**src/hdl/irq_vector_page_stack_consts.svh**
```systemverilog
`ifndef IRQ_VECTOR_PAGE_STACK_CONSTS_SVH
`define IRQ_VECTOR_PAGE_STACK_CONSTS_SVH

// register byte offsets
`define OFS_CTRL      6'h00
`define OFS_ENABLE    6'h04
`define OFS_PRIO      6'h08
`define OFS_PENDING   6'h0C
`define OFS_PAGE_ACT  6'h10
`define OFS_PAGE_MID  6'h14
`define OFS_PAGE_BOT  6'h18
`define OFS_STATUS    6'h1C
`define OFS_MASK      6'h20
`define OFS_STATE     6'h24

// source indices, ordered by priority order
`define SRC_EXT0      3'h0
`define SRC_EXT1      3'h1
`define SRC_COUNTER   3'h2
`define SRC_CONV_A    3'h3
`define SRC_CONV_B    3'h4
`define SRC_CONV_C    3'h5

// vector addresses
`define VEC_EXT0      16'h0003
`define VEC_EXT1      16'h0013
`define VEC_COUNTER   16'h004B
`define VEC_CONV_A    16'h006B
`define VEC_CONV_B    16'h007B
`define VEC_CONV_C    16'h0093

// priority order numbers
`define ORD_EXT0      5'h00
`define ORD_EXT1      5'h02
`define ORD_COUNTER   5'h09
`define ORD_CONV_A    5'h0D
`define ORD_CONV_B    5'h0F
`define ORD_CONV_C    5'h12

// register page holding each source's registers
`define PAGE_EXT0     8'h00
`define PAGE_EXT1     8'h00
`define PAGE_COUNTER  8'h00
`define PAGE_CONV_A   8'h00
`define PAGE_CONV_B   8'h01
`define PAGE_CONV_C   8'h02

// sources whose pending flag hardware clears on vectoring
`define HW_CLEAR_MASK 6'h03

// status bit positions and reset values
`define ST_VECTORED   0
`define ST_PREEMPT    1
`define ST_RETURN     2
`define RST_PAGE      8'h00

`endif

```
**src/hdl/irq_vector_page_stack_pkg.sv**
```systemverilog
package irq_vector_page_stack_pkg;

   typedef struct packed {
      logic        waitrequest;
      logic [31:0] readdata;
      logic        gie;
      logic [5:0]  enable;
      logic [5:0]  high_prio;
      logic [5:0]  pending;
      logic [7:0]  page_active;
      logic [7:0]  page_middle;
      logic [7:0]  page_bottom;
      logic [2:0]  status;
      logic [2:0]  mask;
      logic        irq;
      logic        vec_req;
      logic [2:0]  vec_idx;
      logic        vec_high;
      logic [15:0] vec_addr;
      logic        in_low;
      logic        in_high;
   } ctl_state_t;

endpackage : irq_vector_page_stack_pkg

```
**src/hdl/irq_vector_page_stack.sv**
```systemverilog
// Our own choices: register access over Avalon-MM and the address map.
`include "irq_vector_page_stack_consts.svh"
// Function
// - a high-priority request preempts a running low-priority routine
// - on vectoring, active page takes the source's register page
// - on vectoring, prior active page is pushed into the middle level
// - on vectoring, prior middle level is pushed into the bottom level
// - a software value in the bottom level is overwritten by a push
// - external 0 vectors to 0x0003, order 0, flag cleared on vectoring
// - external 1 vectors to 0x0013, order 2, flag cleared on vectoring
// - converter A vectors to 0x006B, order 13, flag kept on vectoring
// - converter B vectors to 0x007B, order 15, flag kept on vectoring
// - converter C vectors to 0x0093, order 18, flag kept on vectoring
module irq_vector_page_stack
   import irq_vector_page_stack_pkg::*;
#(
   parameter int ADDR_W = 6
) (
   input  wire logic              clk,
   input  wire logic              rst,
   input  wire logic [ADDR_W-1:0] address,
   input  wire logic              read,
   input  wire logic              write,
   input  wire logic [31:0]       writedata,
   input  wire logic [3:0]        byteenable,
   output logic [31:0]            readdata,
   output logic                   waitrequest,
   input  wire logic [5:0]        src_event,
   output logic                   vec_req,
   output logic [15:0]            vec_addr,
   input  wire logic              vec_ack,
   input  wire logic              vec_return,
   output logic [7:0]             active_page_select,
   output logic                   irq
);

   if (ADDR_W < 6) begin : g_addr_check
      $error("ADDR_W too small for the register map");
   end

   ctl_state_t s;
   ctl_state_t next_s;

   function automatic logic [15:0] vector_of(input logic [2:0] idx);
      case (idx)
         `SRC_EXT0:    vector_of = `VEC_EXT0;
         `SRC_EXT1:    vector_of = `VEC_EXT1;
         `SRC_COUNTER: vector_of = `VEC_COUNTER;
         `SRC_CONV_A:  vector_of = `VEC_CONV_A;
         `SRC_CONV_B:  vector_of = `VEC_CONV_B;
         default:      vector_of = `VEC_CONV_C;
      endcase
   endfunction : vector_of

   function automatic logic [7:0] page_of(input logic [2:0] idx);
      case (idx)
         `SRC_EXT0:    page_of = `PAGE_EXT0;
         `SRC_EXT1:    page_of = `PAGE_EXT1;
         `SRC_COUNTER: page_of = `PAGE_COUNTER;
         `SRC_CONV_A:  page_of = `PAGE_CONV_A;
         `SRC_CONV_B:  page_of = `PAGE_CONV_B;
         default:      page_of = `PAGE_CONV_C;
      endcase
   endfunction : page_of

   logic [5:0] hw_clear;
   logic [5:0] next_pending;
   logic       take;
   logic       ret;
   logic       wr;
   logic       rd_acc;
   logic [5:0] wr_pend_clr;
   logic [5:0] cand;
   logic [5:0] cand_hi;

   assign wr     = write && !s.waitrequest && byteenable[0];
   assign rd_acc = read && !s.waitrequest;
   assign take   = vec_ack && s.vec_req;
   assign ret    = vec_return && (s.in_low || s.in_high);
   assign wr_pend_clr = (wr && address[5:0] == `OFS_PENDING) ?
                        writedata[5:0] : 6'h00;

   // per-source pending flag: a new event beats any clear in the same cycle
   for (genvar i = 0; i < 6; i++) begin : g_pend
      localparam logic [2:0] IDX = 3'(i);
      assign hw_clear[i] = take && (s.vec_idx == IDX) &&
                           (((`HW_CLEAR_MASK >> i) & 6'h01) != 6'h00);
      assign next_pending[i] = src_event[i] ||
                               (s.pending[i] && !wr_pend_clr[i] &&
                                !hw_clear[i]);
   end

   always_comb begin
      logic [2:0] pick;
      logic       pick_hi;
      logic       found;
      logic       allow_low;
      logic       allow_high;
      logic [2:0] ev;
      pick      = 3'h0;
      pick_hi   = 1'b0;
      found     = 1'b0;
      allow_low = 1'b0;
      allow_high = 1'b0;
      ev        = 3'h0;
      cand      = 6'h00;
      cand_hi   = 6'h00;
      next_s    = s;

      // bus: one wait cycle, then the request is accepted
      next_s.waitrequest = !((read || write) && s.waitrequest);
      if ((read || write) && s.waitrequest) begin
         case (address[5:0])
            `OFS_CTRL:     next_s.readdata = {31'h0, s.gie};
            `OFS_ENABLE:   next_s.readdata = {26'h0, s.enable};
            `OFS_PRIO:     next_s.readdata = {26'h0, s.high_prio};
            `OFS_PENDING:  next_s.readdata = {26'h0, s.pending};
            `OFS_PAGE_ACT: next_s.readdata = {24'h0, s.page_active};
            `OFS_PAGE_MID: next_s.readdata = {24'h0, s.page_middle};
            `OFS_PAGE_BOT: next_s.readdata = {24'h0, s.page_bottom};
            `OFS_STATUS:   next_s.readdata = {29'h0, s.status};
            `OFS_MASK:     next_s.readdata = {29'h0, s.mask};
            `OFS_STATE:    next_s.readdata = {26'h0, s.vec_idx,
                                              s.vec_req, s.in_high,
                                              s.in_low};
            default:       next_s.readdata = 32'h0;
         endcase
      end

      if (wr) begin
         case (address[5:0])
            `OFS_CTRL:     next_s.gie = writedata[0];
            `OFS_ENABLE:   next_s.enable = writedata[5:0];
            `OFS_PRIO:     next_s.high_prio = writedata[5:0];
            `OFS_PAGE_ACT: next_s.page_active = writedata[7:0];
            `OFS_PAGE_MID: next_s.page_middle = writedata[7:0];
            `OFS_PAGE_BOT: next_s.page_bottom = writedata[7:0];
            `OFS_MASK:     next_s.mask = writedata[2:0];
            default:       ;
         endcase
      end

      next_s.pending = next_pending;

      // a push overrides a software write to the stack in the same cycle
      if (take) begin
         next_s.page_active = page_of(s.vec_idx);
         next_s.page_middle = s.page_active;
         next_s.page_bottom = s.page_middle;
         if (s.vec_high) begin
            next_s.in_high = 1'b1;
         end else begin
            next_s.in_low = 1'b1;
         end
      end else if (ret) begin
         next_s.page_active = s.page_middle;
         next_s.page_middle = s.page_bottom;
         if (s.in_high) begin
            next_s.in_high = 1'b0;
         end else begin
            next_s.in_low = 1'b0;
         end
      end

      // both enables gate every source, counter array included
      cand    = next_s.pending & next_s.enable & {6{next_s.gie}};
      cand_hi = cand & next_s.high_prio;
      allow_high = !next_s.in_high;
      allow_low  = !next_s.in_high && !next_s.in_low;
      // indices are sorted by order number, so downward scan ends lowest
      for (int i = 5; i >= 0; i--) begin
         if (allow_low && cand[i] && !cand_hi[i]) begin
            pick    = 3'(i);
            pick_hi = 1'b0;
            found   = 1'b1;
         end
      end
      for (int i = 5; i >= 0; i--) begin
         if (allow_high && cand_hi[i]) begin
            pick    = 3'(i);
            pick_hi = 1'b1;
            found   = 1'b1;
         end
      end
      next_s.vec_req  = found;
      next_s.vec_idx  = pick;
      next_s.vec_high = pick_hi;
      next_s.vec_addr = found ? vector_of(pick) : 16'h0000;

      ev[`ST_VECTORED] = take;
      ev[`ST_PREEMPT]  = take && s.vec_high && s.in_low;
      ev[`ST_RETURN]   = ret;
      // read clears only the bits it reported, so a late event survives
      if (rd_acc && address[5:0] == `OFS_STATUS) begin
         next_s.status = (s.status & ~s.readdata[2:0]) | ev;
      end else begin
         next_s.status = s.status | ev;
      end
      next_s.irq = |(next_s.status & next_s.mask);
   end

   always_ff @(posedge clk) begin
      if (rst) begin
         s             <= '0;
         s.waitrequest <= 1'b1;
         s.page_active <= `RST_PAGE;
         s.page_middle <= `RST_PAGE;
         s.page_bottom <= `RST_PAGE;
      end else begin
         s <= next_s;
      end
   end

   assign readdata           = s.readdata;
   assign waitrequest        = s.waitrequest;
   assign vec_req            = s.vec_req;
   assign vec_addr           = s.vec_addr;
   assign active_page_select = s.page_active;
   assign irq                = s.irq;

   logic sw_pend_clr_any;
   assign sw_pend_clr_any = |wr_pend_clr;

   property p_preempt;
      @(posedge clk) disable iff (rst)
      take && s.vec_high && s.in_low && !s.in_high
      |=> s.in_high && s.in_low;
   endproperty
   a_preempt: assert property (p_preempt)
      else $error("high request did not preempt low routine");

   property p_page_load;
      @(posedge clk) disable iff (rst)
      take |=> active_page_select == page_of($past(s.vec_idx));
   endproperty
   a_page_load: assert property (p_page_load)
      else $error("active page not loaded with source page");

   property p_push_middle;
      @(posedge clk) disable iff (rst)
      take |=> s.page_middle == $past(s.page_active);
   endproperty
   a_push_middle: assert property (p_push_middle)
      else $error("middle level did not receive prior active page");

   property p_push_bottom;
      @(posedge clk) disable iff (rst)
      take |=> s.page_bottom == $past(s.page_middle);
   endproperty
   a_push_bottom: assert property (p_push_bottom)
      else $error("bottom level did not receive prior middle");

   property p_bottom_overwrite;
      @(posedge clk) disable iff (rst)
      take && wr && address[5:0] == `OFS_PAGE_BOT
      |=> s.page_bottom == $past(s.page_middle);
   endproperty
   a_bottom_overwrite: assert property (p_bottom_overwrite)
      else $error("software bottom value survived a push");

   property p_ext0;
      @(posedge clk) disable iff (rst)
      take && s.vec_idx == `SRC_EXT0 && !src_event[0]
      |-> vec_addr == `VEC_EXT0 ##1 !s.pending[0];
   endproperty
   a_ext0: assert property (p_ext0)
      else $error("external 0 vector or hardware clear wrong");

   property p_ext1;
      @(posedge clk) disable iff (rst)
      take && s.vec_idx == `SRC_EXT1 && !src_event[1]
      |-> vec_addr == `VEC_EXT1 ##1 !s.pending[1];
   endproperty
   a_ext1: assert property (p_ext1)
      else $error("external 1 vector or hardware clear wrong");

   property p_conv_a;
      @(posedge clk) disable iff (rst)
      take && s.vec_idx == `SRC_CONV_A && !sw_pend_clr_any
      |-> vec_addr == `VEC_CONV_A ##1 s.pending[3];
   endproperty
   a_conv_a: assert property (p_conv_a)
      else $error("converter A vector wrong or flag cleared");

   property p_conv_b;
      @(posedge clk) disable iff (rst)
      take && s.vec_idx == `SRC_CONV_B && !sw_pend_clr_any
      |-> vec_addr == `VEC_CONV_B ##1 s.pending[4];
   endproperty
   a_conv_b: assert property (p_conv_b)
      else $error("converter B vector wrong or flag cleared");

   property p_conv_c;
      @(posedge clk) disable iff (rst)
      take && s.vec_idx == `SRC_CONV_C && !sw_pend_clr_any
      |-> vec_addr == `VEC_CONV_C ##1 s.pending[5];
   endproperty
   a_conv_c: assert property (p_conv_c)
      else $error("converter C vector wrong or flag cleared");

   property p_pop;
      @(posedge clk) disable iff (rst)
      ret && !take |=> s.page_active == $past(s.page_middle) &&
                       s.page_middle == $past(s.page_bottom);
   endproperty
   a_pop: assert property (p_pop)
      else $error("return did not pop the page stack");

   property p_lowest_first;
      @(posedge clk) disable iff (rst)
      s.vec_req && !s.vec_high && $stable(s.pending) && $stable(s.enable)
      |-> ((s.pending & s.enable & ~s.high_prio) &
           ((6'h01 << s.vec_idx) - 6'h01)) == 6'h00;
   endproperty
   a_lowest_first: assert property (p_lowest_first)
      else $error("a lower order request was passed over");

   c_preempt: cover property (@(posedge clk) disable iff (rst)
      take && s.vec_high && s.in_low);
   c_nested_return: cover property (@(posedge clk) disable iff (rst)
      ret && s.in_high && s.in_low);
   c_irq: cover property (@(posedge clk) disable iff (rst) $rose(irq));

endmodule : irq_vector_page_stack

```
**config.mk**
```make
export PLATFORM = sky130hd
export DESIGN_NAME = irq_vector_page_stack
export DESIGN_NICKNAME = d
export VERILOG_FILES = /design/src/hdl/irq_vector_page_stack_pkg.sv /design/src/hdl/irq_vector_page_stack.sv
export VERILOG_INCLUDE_DIRS = /design/src /design/src/hdl
export SDC_FILE = /design/constraint.sdc
export NUM_CORES = 1
export LEC_CHECK = 0
export ABC_AREA = 1
export BUFFER_PORTS_ARGS = -buffer_cell sky130_fd_sc_hd__buf_4
export CORE_ASPECT_RATIO = 1.2
export CORE_MARGIN = 4
export CORE_UTILIZATION = 53
export DETAILED_ROUTE_END_ITERATION = 12
export PLACE_DENSITY = 0.83
export SYNTH_ARGS = -nofsm -noshare
export SYNTH_HDL_FRONTEND = slang
export SYNTH_SLANG_ARGS = --single-unit
```
**constraint.sdc**
```tcl
create_clock -name clk -period 2.8 [get_ports clk]
set_input_delay 0.42 -clock clk [delete_from_list [all_inputs] [get_ports clk]]
set_output_delay 0.42 -clock clk [all_outputs]
set_load 0.005 [all_outputs]
```
======== Word-level counts from Yosys, hierarchy flattened ========
Index checks and enable logic that the tools add are counted.
operators by class
  equality and inequality tests ........... 17
  reduce and logical (&&, ||, !) cells .... 79
  bitwise logic cells ..................... 9
  multiplexer cells ....................... 53
operators by type and width
  operator                                       count
  case mux 8 bit (10 select lines)               1
  2-to-1 mux 3 bit                               15
  case mux 8 bit (5 select lines)                1
  logical AND 1 bit                              39
  2-to-1 mux 16 bit                              2
  2-to-1 mux 8 bit                               4
  == test 6 x 5 -> 1 bit, second input constant  4
  2-to-1 mux 24 bit                              1
  2-to-1 mux 1 bit                               22
  bitwise AND 6 bit                              3
  zero test 1 bit                                18
  2-to-1 mux 6 bit                               3
  2-to-1 mux 13 bit                              1
  == test 3 x 2 -> 1 bit, second input constant  4
  == test 6 x 4 -> 1 bit, second input constant  2
  == test 6 bit, second input constant           2
  nonzero test 3 bit                             3
  logical OR 1 bit                               8
  bitwise AND 3 bit                              2
  == test 3 x 1 -> 1 bit, second input constant  2
  == test 3 bit, second input constant           2
  == test 6 x 3 -> 1 bit, second input constant  1
  zero test 3 bit                                2
  zero test 6 bit                                1
  10 further kinds                               15
word-level totals
  input bits .............................. 54
  register bits after elaboration ......... 106
  output and inout port bits .............. 59

======== Logic depth before layout (Yosys ltp) ========
Gate-level depths: netlist (run 1).
  depth in word-level cells ............... 28
  depth in mapped cells ................... 23
  gate-level depth less buffers ........... 23

======== Worst setup path after synthesis (run 1) ========
No wires, ideal clock.
  kind .................................... input port to flip-flop
  from .................................... input address[0]
  to ...................................... register s, in the netlist vec_addr[7]
  stages on the path ...................... 23
  arrival ................................. 1.957 ns
  required time ........................... 2.683 ns
  setup slack ............................. 0.726 ns
  setup time .............................. 0.117 ns
  cell sequence ........................... inv_1 > nand2_2 > nor2_1 > nand3_2 > buf_6 > nand2_1 > nand2_1 > nor2_1 > nand3_1 > nand2_1 > nand2_1 > nand2_1 > nand2_1 > nand2_1 > nand2_1 > nand2_1 > nand2_1 > nand2_1 > nand2_2 > nand2_2 > nand2_2 > nand2_1 > nor2_1
on the way
  longest elaborated chain between the ends .. 25
  elaborated cells between the ends (all ways) .. 89
  those cells by class .................... eq/ne (7); mux (30); bitwise (4); reduce/logical (48)
RTL lines
  what                                                                   line                          source
  start: declaration                                                     irq_vector_page_stack.sv:21   input wire logic [ADDR_W-1:0] address,
  == test 6 x 4 -> 1 bit                                                 n/a
  logical AND 1 bit (no source line)                                     n/a
  2-to-1 mux 6 bit                                                       irq_vector_page_stack.sv:80   assign wr_pend_clr = (wr && address[5:0] == `OFS_PENDING) ?
  zero test 1 bit                                                        irq_vector_page_stack.sv:89   (s.pending[i] && !wr_pend_clr[i] &&
  logical AND 1 bit                                                      irq_vector_page_stack.sv:89
  logical OR 1 bit                                                       irq_vector_page_stack.sv:88   assign next_pending[i] = src_event[i] ||
  bitwise AND 6 bit (2 in series)                                        irq_vector_page_stack.sv:166  cand = next_s.pending & next_s.enable & {6{next_s.gie}};
  bitwise AND 6 bit                                                      irq_vector_page_stack.sv:167  cand_hi = cand & next_s.high_prio;
  zero test 1 bit                                                        irq_vector_page_stack.sv:172  if (allow_low && cand[i] && !cand_hi[i]) begin
  logical AND 1 bit                                                      irq_vector_page_stack.sv:172
  2-to-1 mux 3 bit or 2-to-1 mux 1 bit (tied branches) (6 in series)     irq_vector_page_stack.sv:172
  2-to-1 mux 3 bit or 2-to-1 mux 1 bit (tied branches) (6 in series)     irq_vector_page_stack.sv:179  if (allow_high && cand_hi[i]) begin
  == test 3 bit (tied with other cells)                                  irq_vector_page_stack.sv:45   case (idx)
  case mux 8 bit (5 select lines) or OR reduction 2 bit (tied branches)  n/a
  end signal: assignment                                                 irq_vector_page_stack.sv:210  s <= next_s;
  end: declaration                                                       irq_vector_page_stack.sv:41   ctl_state_t s;
Several ways; a longest one is shown, not always the timed one.
A chain may end at the register's enable or synchronous reset.

======== Final worst setup path (run 1) ========
  from .................................... register s[1] (netlist bit)
  to ...................................... register s, in the netlist vec_addr[6]
on the way
  longest elaborated chain between the ends .. 22
  elaborated cells between the ends (all ways) .. 59
  those cells by class .................... eq/ne (4); mux (29); bitwise (1); reduce/logical (25)
RTL lines
  what                                                                   line                                                        source
  logical OR 1 bit                                                       irq_vector_page_stack.sv:79                                 assign ret = vec_return && (s.in_low || s.in_high);
  logical AND 1 bit                                                      irq_vector_page_stack.sv:79
  2-to-1 mux 2 bit                                                       irq_vector_page_stack.sv:155                                end else if (ret) begin
  2-to-1 mux 2 bit *                                                     irq_vector_page_stack.sv:146                                if (take) begin
  zero test 1 bit, on equally long branches                              irq_vector_page_stack.sv:168, irq_vector_page_stack.sv:169
  logical AND 1 bit                                                      irq_vector_page_stack.sv:169                                allow_low = !next_s.in_high && !next_s.in_low;
  logical AND 1 bit (2 in series)                                        irq_vector_page_stack.sv:172
  2-to-1 mux 3 bit or 2-to-1 mux 1 bit (tied branches) (6 in series)     irq_vector_page_stack.sv:172
  2-to-1 mux 3 bit or 2-to-1 mux 1 bit (tied branches) (6 in series)     irq_vector_page_stack.sv:179
  == test 3 bit (tied with other cells)                                  irq_vector_page_stack.sv:45
  case mux 8 bit (5 select lines) or OR reduction 2 bit (tied branches)  n/a
Mark *: on every way between the ends. The rest lies on a longest branch, timed or not.

==> results.md, run 1 <==
- Clock Skews: about 0.0089 ns
- Final RePlAce weighted congestion: around 0.91
- Worst endpoint required time: 3.04 ns
- Die width: just under 90 um
- Number of flops mapped to enable cells by yosys: 0
- Crit path top cell by count: nand2_1
- Slew Limit Fails: 0
- Worst hold margin: between 0.3 and 0.4 ns
- Core area: roughly 7300 um^2
- Worst slew pin tran: about 0.63 ns
- Main synth FF type: dfxtp_1
- Resize count post-CTS: 0
- Filler Cell Count: 680
- Source of the critical timing path: s[1]
- Share of post-route cells with drive strength above 1: 0.176
- CP endpoint kind: flop
- Root buffer cell: clkbuf_8
- Setup CP Type: reg -> reg
- TritonCTS clock tree: yes
- Die H: 103 um
- Final setup viols: 0
- Row count: 34
- Most common cell after layout, fill and taps aside: nand2_1
- RSZ-0062 raised after global routing: no
- Largest net degree at the start of global routing: 48
- Detailed Route Iter0 Violations: approximately 360
- Post-synthesis cell count: around 580
- CP Launch Type: flop
- Antenna Nets Post-Route: 0
- Worst path slowest cell: dfxtp_1
- Nets: about 670
- Max Clk Rate: 400 MHz
- Critical path data arrival time: approximately 2.7 ns
- Area growth from synthesis to layout: 10.6%
- Vias in the first global route: approximately 3700
- Skew-Pair Late Insertion Delay: between 0.3 and 0.4 ns
- HP Start: src_event[4]
- Antenna fix cells: 0
- Total wire length: 11100 um
- FF-to-FF Start: s[1]
- Drt wl/cell: roughly 16 um
- Synth async-reset ratio: 0
- DR vias: ~4000
- Max-Cap Viols: 0
- Synth area leader: dfxtp_1
- Commonest non-fill, non-tap cells in the layout: nand2_1, dfxtp_1, buf_4
- Worst-path cell chain: o21a_1, nand2_2, nand2_2, nand2_1, inv_1, nand2_1, nor2_2, nand2_1, nand2_1, nand2_1, nand2_1, nand2_1, nand2_1, nand2_1, nand2_1, nand2_1, nand2_2, nand2_2, a21oi_1, nor2_1
- Final Hold Viols: 0
- Num CTS Buffers: 9
- Crit path time final: 2.50 ns
- Gr usage total: 0.249
- Clk buf depth: 2
- Total gr overflow: 0
- Seq cells post-synth: a little over 70
- Ranking of synthesized cells by area: dfxtp_1, nand2_1, buf_4, inv_1, nor2_1
- Post-synthesis cell area: approximately 4000 um^2
- Leakage: between 1.5 and 2 nW
- HPWL after detailed placement: 8320 um
- # DRC: 0
- Crit share post-route: 0.894
- CTS sink cnt: ~70
- Die ar.: slightly above 9000 um^2
- Post-CTS Setup Inserts: 0
- VDD IR max: approximately 0.46 mV
- Hold WC Path Type: in -> reg
- First-pass DRT Iterations: 8
- CP Max Fanout: 8
- Initial Util: 0.549
- Warnings from Yosys: 0
- First-pass GRT wire length: around 18000 um
- # port buffers: 52
- Vias per cell: about 5.6
- Pre-CTS setup slack: roughly 0.25 ns
- Final Worst Setup Slack: around 0.30 ns
- Pwr per Cell Area: 463 nW/um^2
- Largest stage delay on the critical path: 0.40 ns
- TNS Setup: 0 ns
- Status: completed
- Sequential area share after synthesis: 0.354
- Slew headroom: 0.578
- # IOs: about 110
- Hold buffers post-CTS: 0
- Mean Syn Cell Area: between 6 and 7 um^2
- Cell variety after synth: 42
- Clock H-tree levels: 3
- Antenna violations before repair: 0
- Clk slew on worst S/H paths: 0.08 ns
- Top-area cell type share of the netlist area: 0.354
- Final Power: around 2.1 mW
==> cells by family (layout without fill, tap and decap cells) <==
| family | count (synthesis) | after routing | share of synthesized area |
|---|---|---|---|
| flops | 71 | 71 | 0.354 |
| buf+inv | 136 | 142 | 0.182 |
| simple gates | 244 | 244 | 0.266 |
| mux | 1 | 1 | 0.00249 |
| compound gates | 128 | 128 | 0.195 |
| other cells | 1 | 33 | 0.000933 |
==> report_power, final <==
| group | internal (mW) | leakage [nW] | switching (mW) |
|---|---|---|---|
| clock | 0.504 | 0.104 | 0.390 |
| sequential | 1.02 | 0.574 | 0.00705 |
| combinational | 0.0475 | 1.29 | 0.0915 |
==> registers in the layout, indices dropped and copies added (netlist names) <==
register            flops
irq                     1
readdata                8
vec_addr                5
s                      47
vec_req                 1
waitrequest             1
active_page_select      8
==> synthesized netlist by cell type, types with 2 or more instances <==
master	n
a211oi_1	6
a21oi_1	35
a21oi_2	2
a221oi_1	5
a22oi_1	4
a31o_2	4
a31oi_1	15
buf_4	57
clkbuf_1	14
dfxtp_1	71
inv_1	57
inv_2	4
nand2_1	127
nand2_2	9
nand3_1	32
nand3_2	2
nand4_1	10
nor2_1	52
nor2_2	5
nor2_4	2
nor3_1	2
o2111ai_1	3
o211ai_1	2
o21ai_0	28
o21ai_1	11
o21ai_2	2
o22ai_1	4
o2bb2ai_1	2
==> metrics by stage <==
stage / area, um^2 / util / cells
global placement: 4230 / 0.578 / 693
global route: 4440 / 0.607 / 709
detailed placement: 4230 / 0.578 / 693
floorplan: 4140 / - / 613
finish: 4440 / 0.607 / 709
CTS: 4440 / 0.607 / 709
==> worst max-delay path, delay by kind of cell (launching register included) <==
family,cells,cell delay (ns)
compound gates,2,0.46
buf+inv,1,0.14
flops,1,0.40
simple gates,17,1.40
==> metal layers <==
metal | part of all wire | GRT usage | up-vias
li1 | - | - | 1899
met1 | 0.38 | 0.286 | 1817
met2 | 0.51 | 0.440 | 204
met3 | 0.078 | 0.0515 | 43
met4 | 0.039 | 0.116 | 0
met5 | 0 | 0 | -
==> layout make-up <==
class                           count  area, um^2  share of cell area
Timing Repair Buffer               64         480               0.108
Inverter                           62         233              0.0524
Sequential cell                    71        1420               0.320
Tap cell                           90         113              0.0253
Clock buffer                       11         131              0.0296
Multi-Input combinational cell    406        1980               0.447
Clock inverter                      5        81.3              0.0183
==> worst paths after layout <==
kind,end,slack [ns],depth (start not counted)
setup / recovery,vec_addr[6],0.30,20
hold / removal,s[58],0.34,3
setup reg to reg,vec_addr[6],0.30,20
hold reg to reg,readdata[7],0.47,2
Note: power is estimated with default switching activity, not from simulation.
==> inputs of run 2 (changes only) <==
--- a/config.mk
+++ b/config.mk
@@ -13,4 +13,5 @@
 export CORE_UTILIZATION = 53
 export DETAILED_ROUTE_END_ITERATION = 12
+export HOLD_SLACK_MARGIN = 0.02
 export PLACE_DENSITY = 0.83
 export SYNTH_ARGS = -nofsm -noshare
==> constraint.sdc (replaced) <==
create_clock -name clk -period 2.8 [get_ports clk]
set_input_delay 0.28 -clock clk [delete_from_list [all_inputs] [get_ports clk]]
set_output_delay 0.28 -clock clk [all_outputs]
set_load 0.005 [all_outputs]
==> run 2 against run 1 <==
Effect of this change:
- die area is the same
- hold slack worse by 0.14 ns
- critical path type unchanged
- cell count down 0.42%
- combinational power hardly changed
- count of clock-buffer cells in the layout unchanged
- routed wire length shrank 2.3%
- design area fell by 0.48%
- largest power group unchanged
- sequential power about the same
- non-clock buffer count fell by 3
==> results.md, run 2 (synthesis gave the netlist of run 1 again) <==
- RSZ-0062 raised after global routing: no (unchanged)
- Final setup viols: 0 (unchanged)
- Largest stage delay on the critical path: 0.39 ns (was 0.40 ns)
- Crit share post-route: 0.879 (was 0.894)
- Pwr per Cell Area: 466 nW/um^2 (was 463 nW/um^2)
- First-pass DRT Iterations: 6 (was 8)
- TNS Setup: 0 ns (unchanged)
- Slew Limit Fails: 0 (unchanged)
- Final RePlAce weighted congestion: 0.881 (was 0.911)
- Antenna fix cells: 0 (unchanged)
- CP Launch Type: flop (unchanged)
- Placed inst area: 4210 um^2 (was 4230 um^2)
- TritonCTS clock tree: yes (unchanged)
- Worst-path cell chain: o21a_1, nand2_2, nand2_2, nand2_1, inv_1, nand2_1, nor2_2, nand2_1, nand2_1, nand2_1, nand2_1, nand2_1, nand2_1, nand2_1, nand2_1, nand2_1, nand2_2, nand2_2, a21oi_1, nor2_1 (unchanged)
- First-pass GRT wire length: 16800 um (was 17500 um)
- Resize count post-CTS: 0 (unchanged)
- CTS sink cnt: 71 (unchanged)
- Clock Skews: 0.00949 ns (was 0.00888 ns)
- Max-Cap Viols: 0 (unchanged)
- Final Cell Area: 4420 um^2 (was 4440 um^2)
- Die ar.: 9050 um^2 (unchanged)
- Antenna violations before repair: 0 (unchanged)
- Clk slew on worst S/H paths: 0.08 ns (about the same)
- Vias per cell: 5.56 (was 5.59)
- Max Clk Rate: 406 MHz (was 400 MHz)
- Final Power: 2.06 mW (about the same)
- Most common cell after layout, fill and taps aside: nand2_1 (unchanged)
- Largest net degree at the start of global routing: 49 (was 48)
- Total wire length: 10800 um (was 11100 um)
- Num CTS Buffers: 9 (unchanged)
- VDD IR max: 0.408 mV (was 0.456 mV)
- Commonest non-fill, non-tap cells in the layout: nand2_1, dfxtp_1, buf_4 (unchanged)
- Root buffer cell: clkbuf_8 (unchanged)
- Gr usage total: 0.240 (was 0.249)
- Share of post-route cells with drive strength above 1: 0.172 (was 0.176)
- Pre-CTS setup slack: 0.381 ns (was 0.251 ns)
- Area growth from synthesis to layout: 10.1% (was 10.6%)
- HPWL after detailed placement: 8070 um (was 8320 um)
- Number of flip-flops in the largest register: 47 (unchanged)
- Initial Util: 0.549 (unchanged)
- Drt wl/cell: 15.3 um (was 15.6 um)
- Skew-Pair Late Insertion Delay: 0.36 ns (was 0.35 ns)
- Crit path top cell by count: nand2_1 (unchanged)
- Worst path slowest cell: dfxtp_1 (unchanged)
- Hold WC Path Type: in -> reg (unchanged)
- Slew headroom: 0.568 (was 0.578)
- Detailed Route Iter0 Violations: 365 (was 364)
- Leakage: 1.95 nW (was 1.97 nW)
- Clk buf depth: 2 (unchanged)
- Register bank with the most flops: s (unchanged)
- Crit path time final: 2.46 ns (was 2.50 ns)
- Post-Route Utilization: 0.604 (was 0.607)
- Status: completed (unchanged)
- Die width: 87.5 um (unchanged)
- # port buffers: 52 (unchanged)
- Vias in the first global route: 3572 (was 3658)
- Final Hold Viols: 0 (unchanged)
- Nets: 665 (was 668)
- Final Worst Setup Slack: 0.339 ns (was 0.297 ns)
- DR vias: 3928 (was 3963)
- Post-CTS Setup Inserts: 0 (unchanged)
- CP Max Fanout: 8 (unchanged)
- CP endpoint kind: flop (unchanged)
- Core area: 7320 um^2 (unchanged)
- Setup CP Type: reg -> reg (unchanged)
- Die H: 103 um (unchanged)
- # DRC: 0 (unchanged)
- Row count: 34 (unchanged)
- Antenna Nets Post-Route: 0 (unchanged)
- Clock H-tree levels: 3 (unchanged)
- Worst endpoint required time: 3.05 ns (was 3.04 ns)
- Worst slew pin tran: 0.645 ns (was 0.632 ns)
- # IOs: 113 (unchanged)
- Hold buffers post-CTS: 0 (unchanged)
- Critical path data arrival time: 2.71 ns (was 2.74 ns)
- Total gr overflow: 0 (unchanged)
==> run 2: per-layer routing <==
layer | track usage | up-vias | part of all wire
met5 | 0 | - | 0
met4 | 0.123 | 0 | 0.037
met3 | 0.0610 | 37 | 0.082
met2 | 0.406 | 200 | 0.50
met1 | 0.280 | 1796 | 0.39
li1 | - | 1895 | -
==> run 2: cell type report <==
cell class,count,area (um^2)
repair buffers,61,458
flip-flops and latches,71,1420
fillers,675,2890
well taps,90,113
clock inverters,5,82.6
multi-input cells,406,1980
inverters,62,233
clock buffers,11,131
==> run 2: worst paths after layout <==
path	startpoint	endpoint	slack (ns)	cells after the start
worst max-delay path	s[1]	vec_addr[6]	0.34	20
worst min-delay path	src_event[1]	s[55]	0.20	3
worst max register to register	s[1]	vec_addr[6]	0.34	20
worst min register to register	readdata[7]	readdata[7]	0.47	2
==> run 2: worst max-delay path: cells and delay by family (launching register included) <==
| kind | cells | cell delay [ns] |
|---|---|---|
| AOI/OAI and AO/OA | 2 | 0.44 |
| buffers and inverters | 1 | 0.14 |
| DFF | 1 | 0.39 |
| and+or+nand+nor | 17 | 1.38 |
==> run 2: metrics by stage <==
stage	std cells	hold WS, ns
finish	706	0.197
global route	706	0.190
CTS	706	0.188
detailed placement	690	0.461
global placement	690	0.459
floorplan	613	0.433
==> run 2: where the power goes <==
group | internal [mW] | leakage [nW] | switching, mW
Clock | 0.502 | 0.0958 | 0.400
Sequential | 1.02 | 0.574 | 0.00652
Combinational | 0.0464 | 1.28 | 0.0908
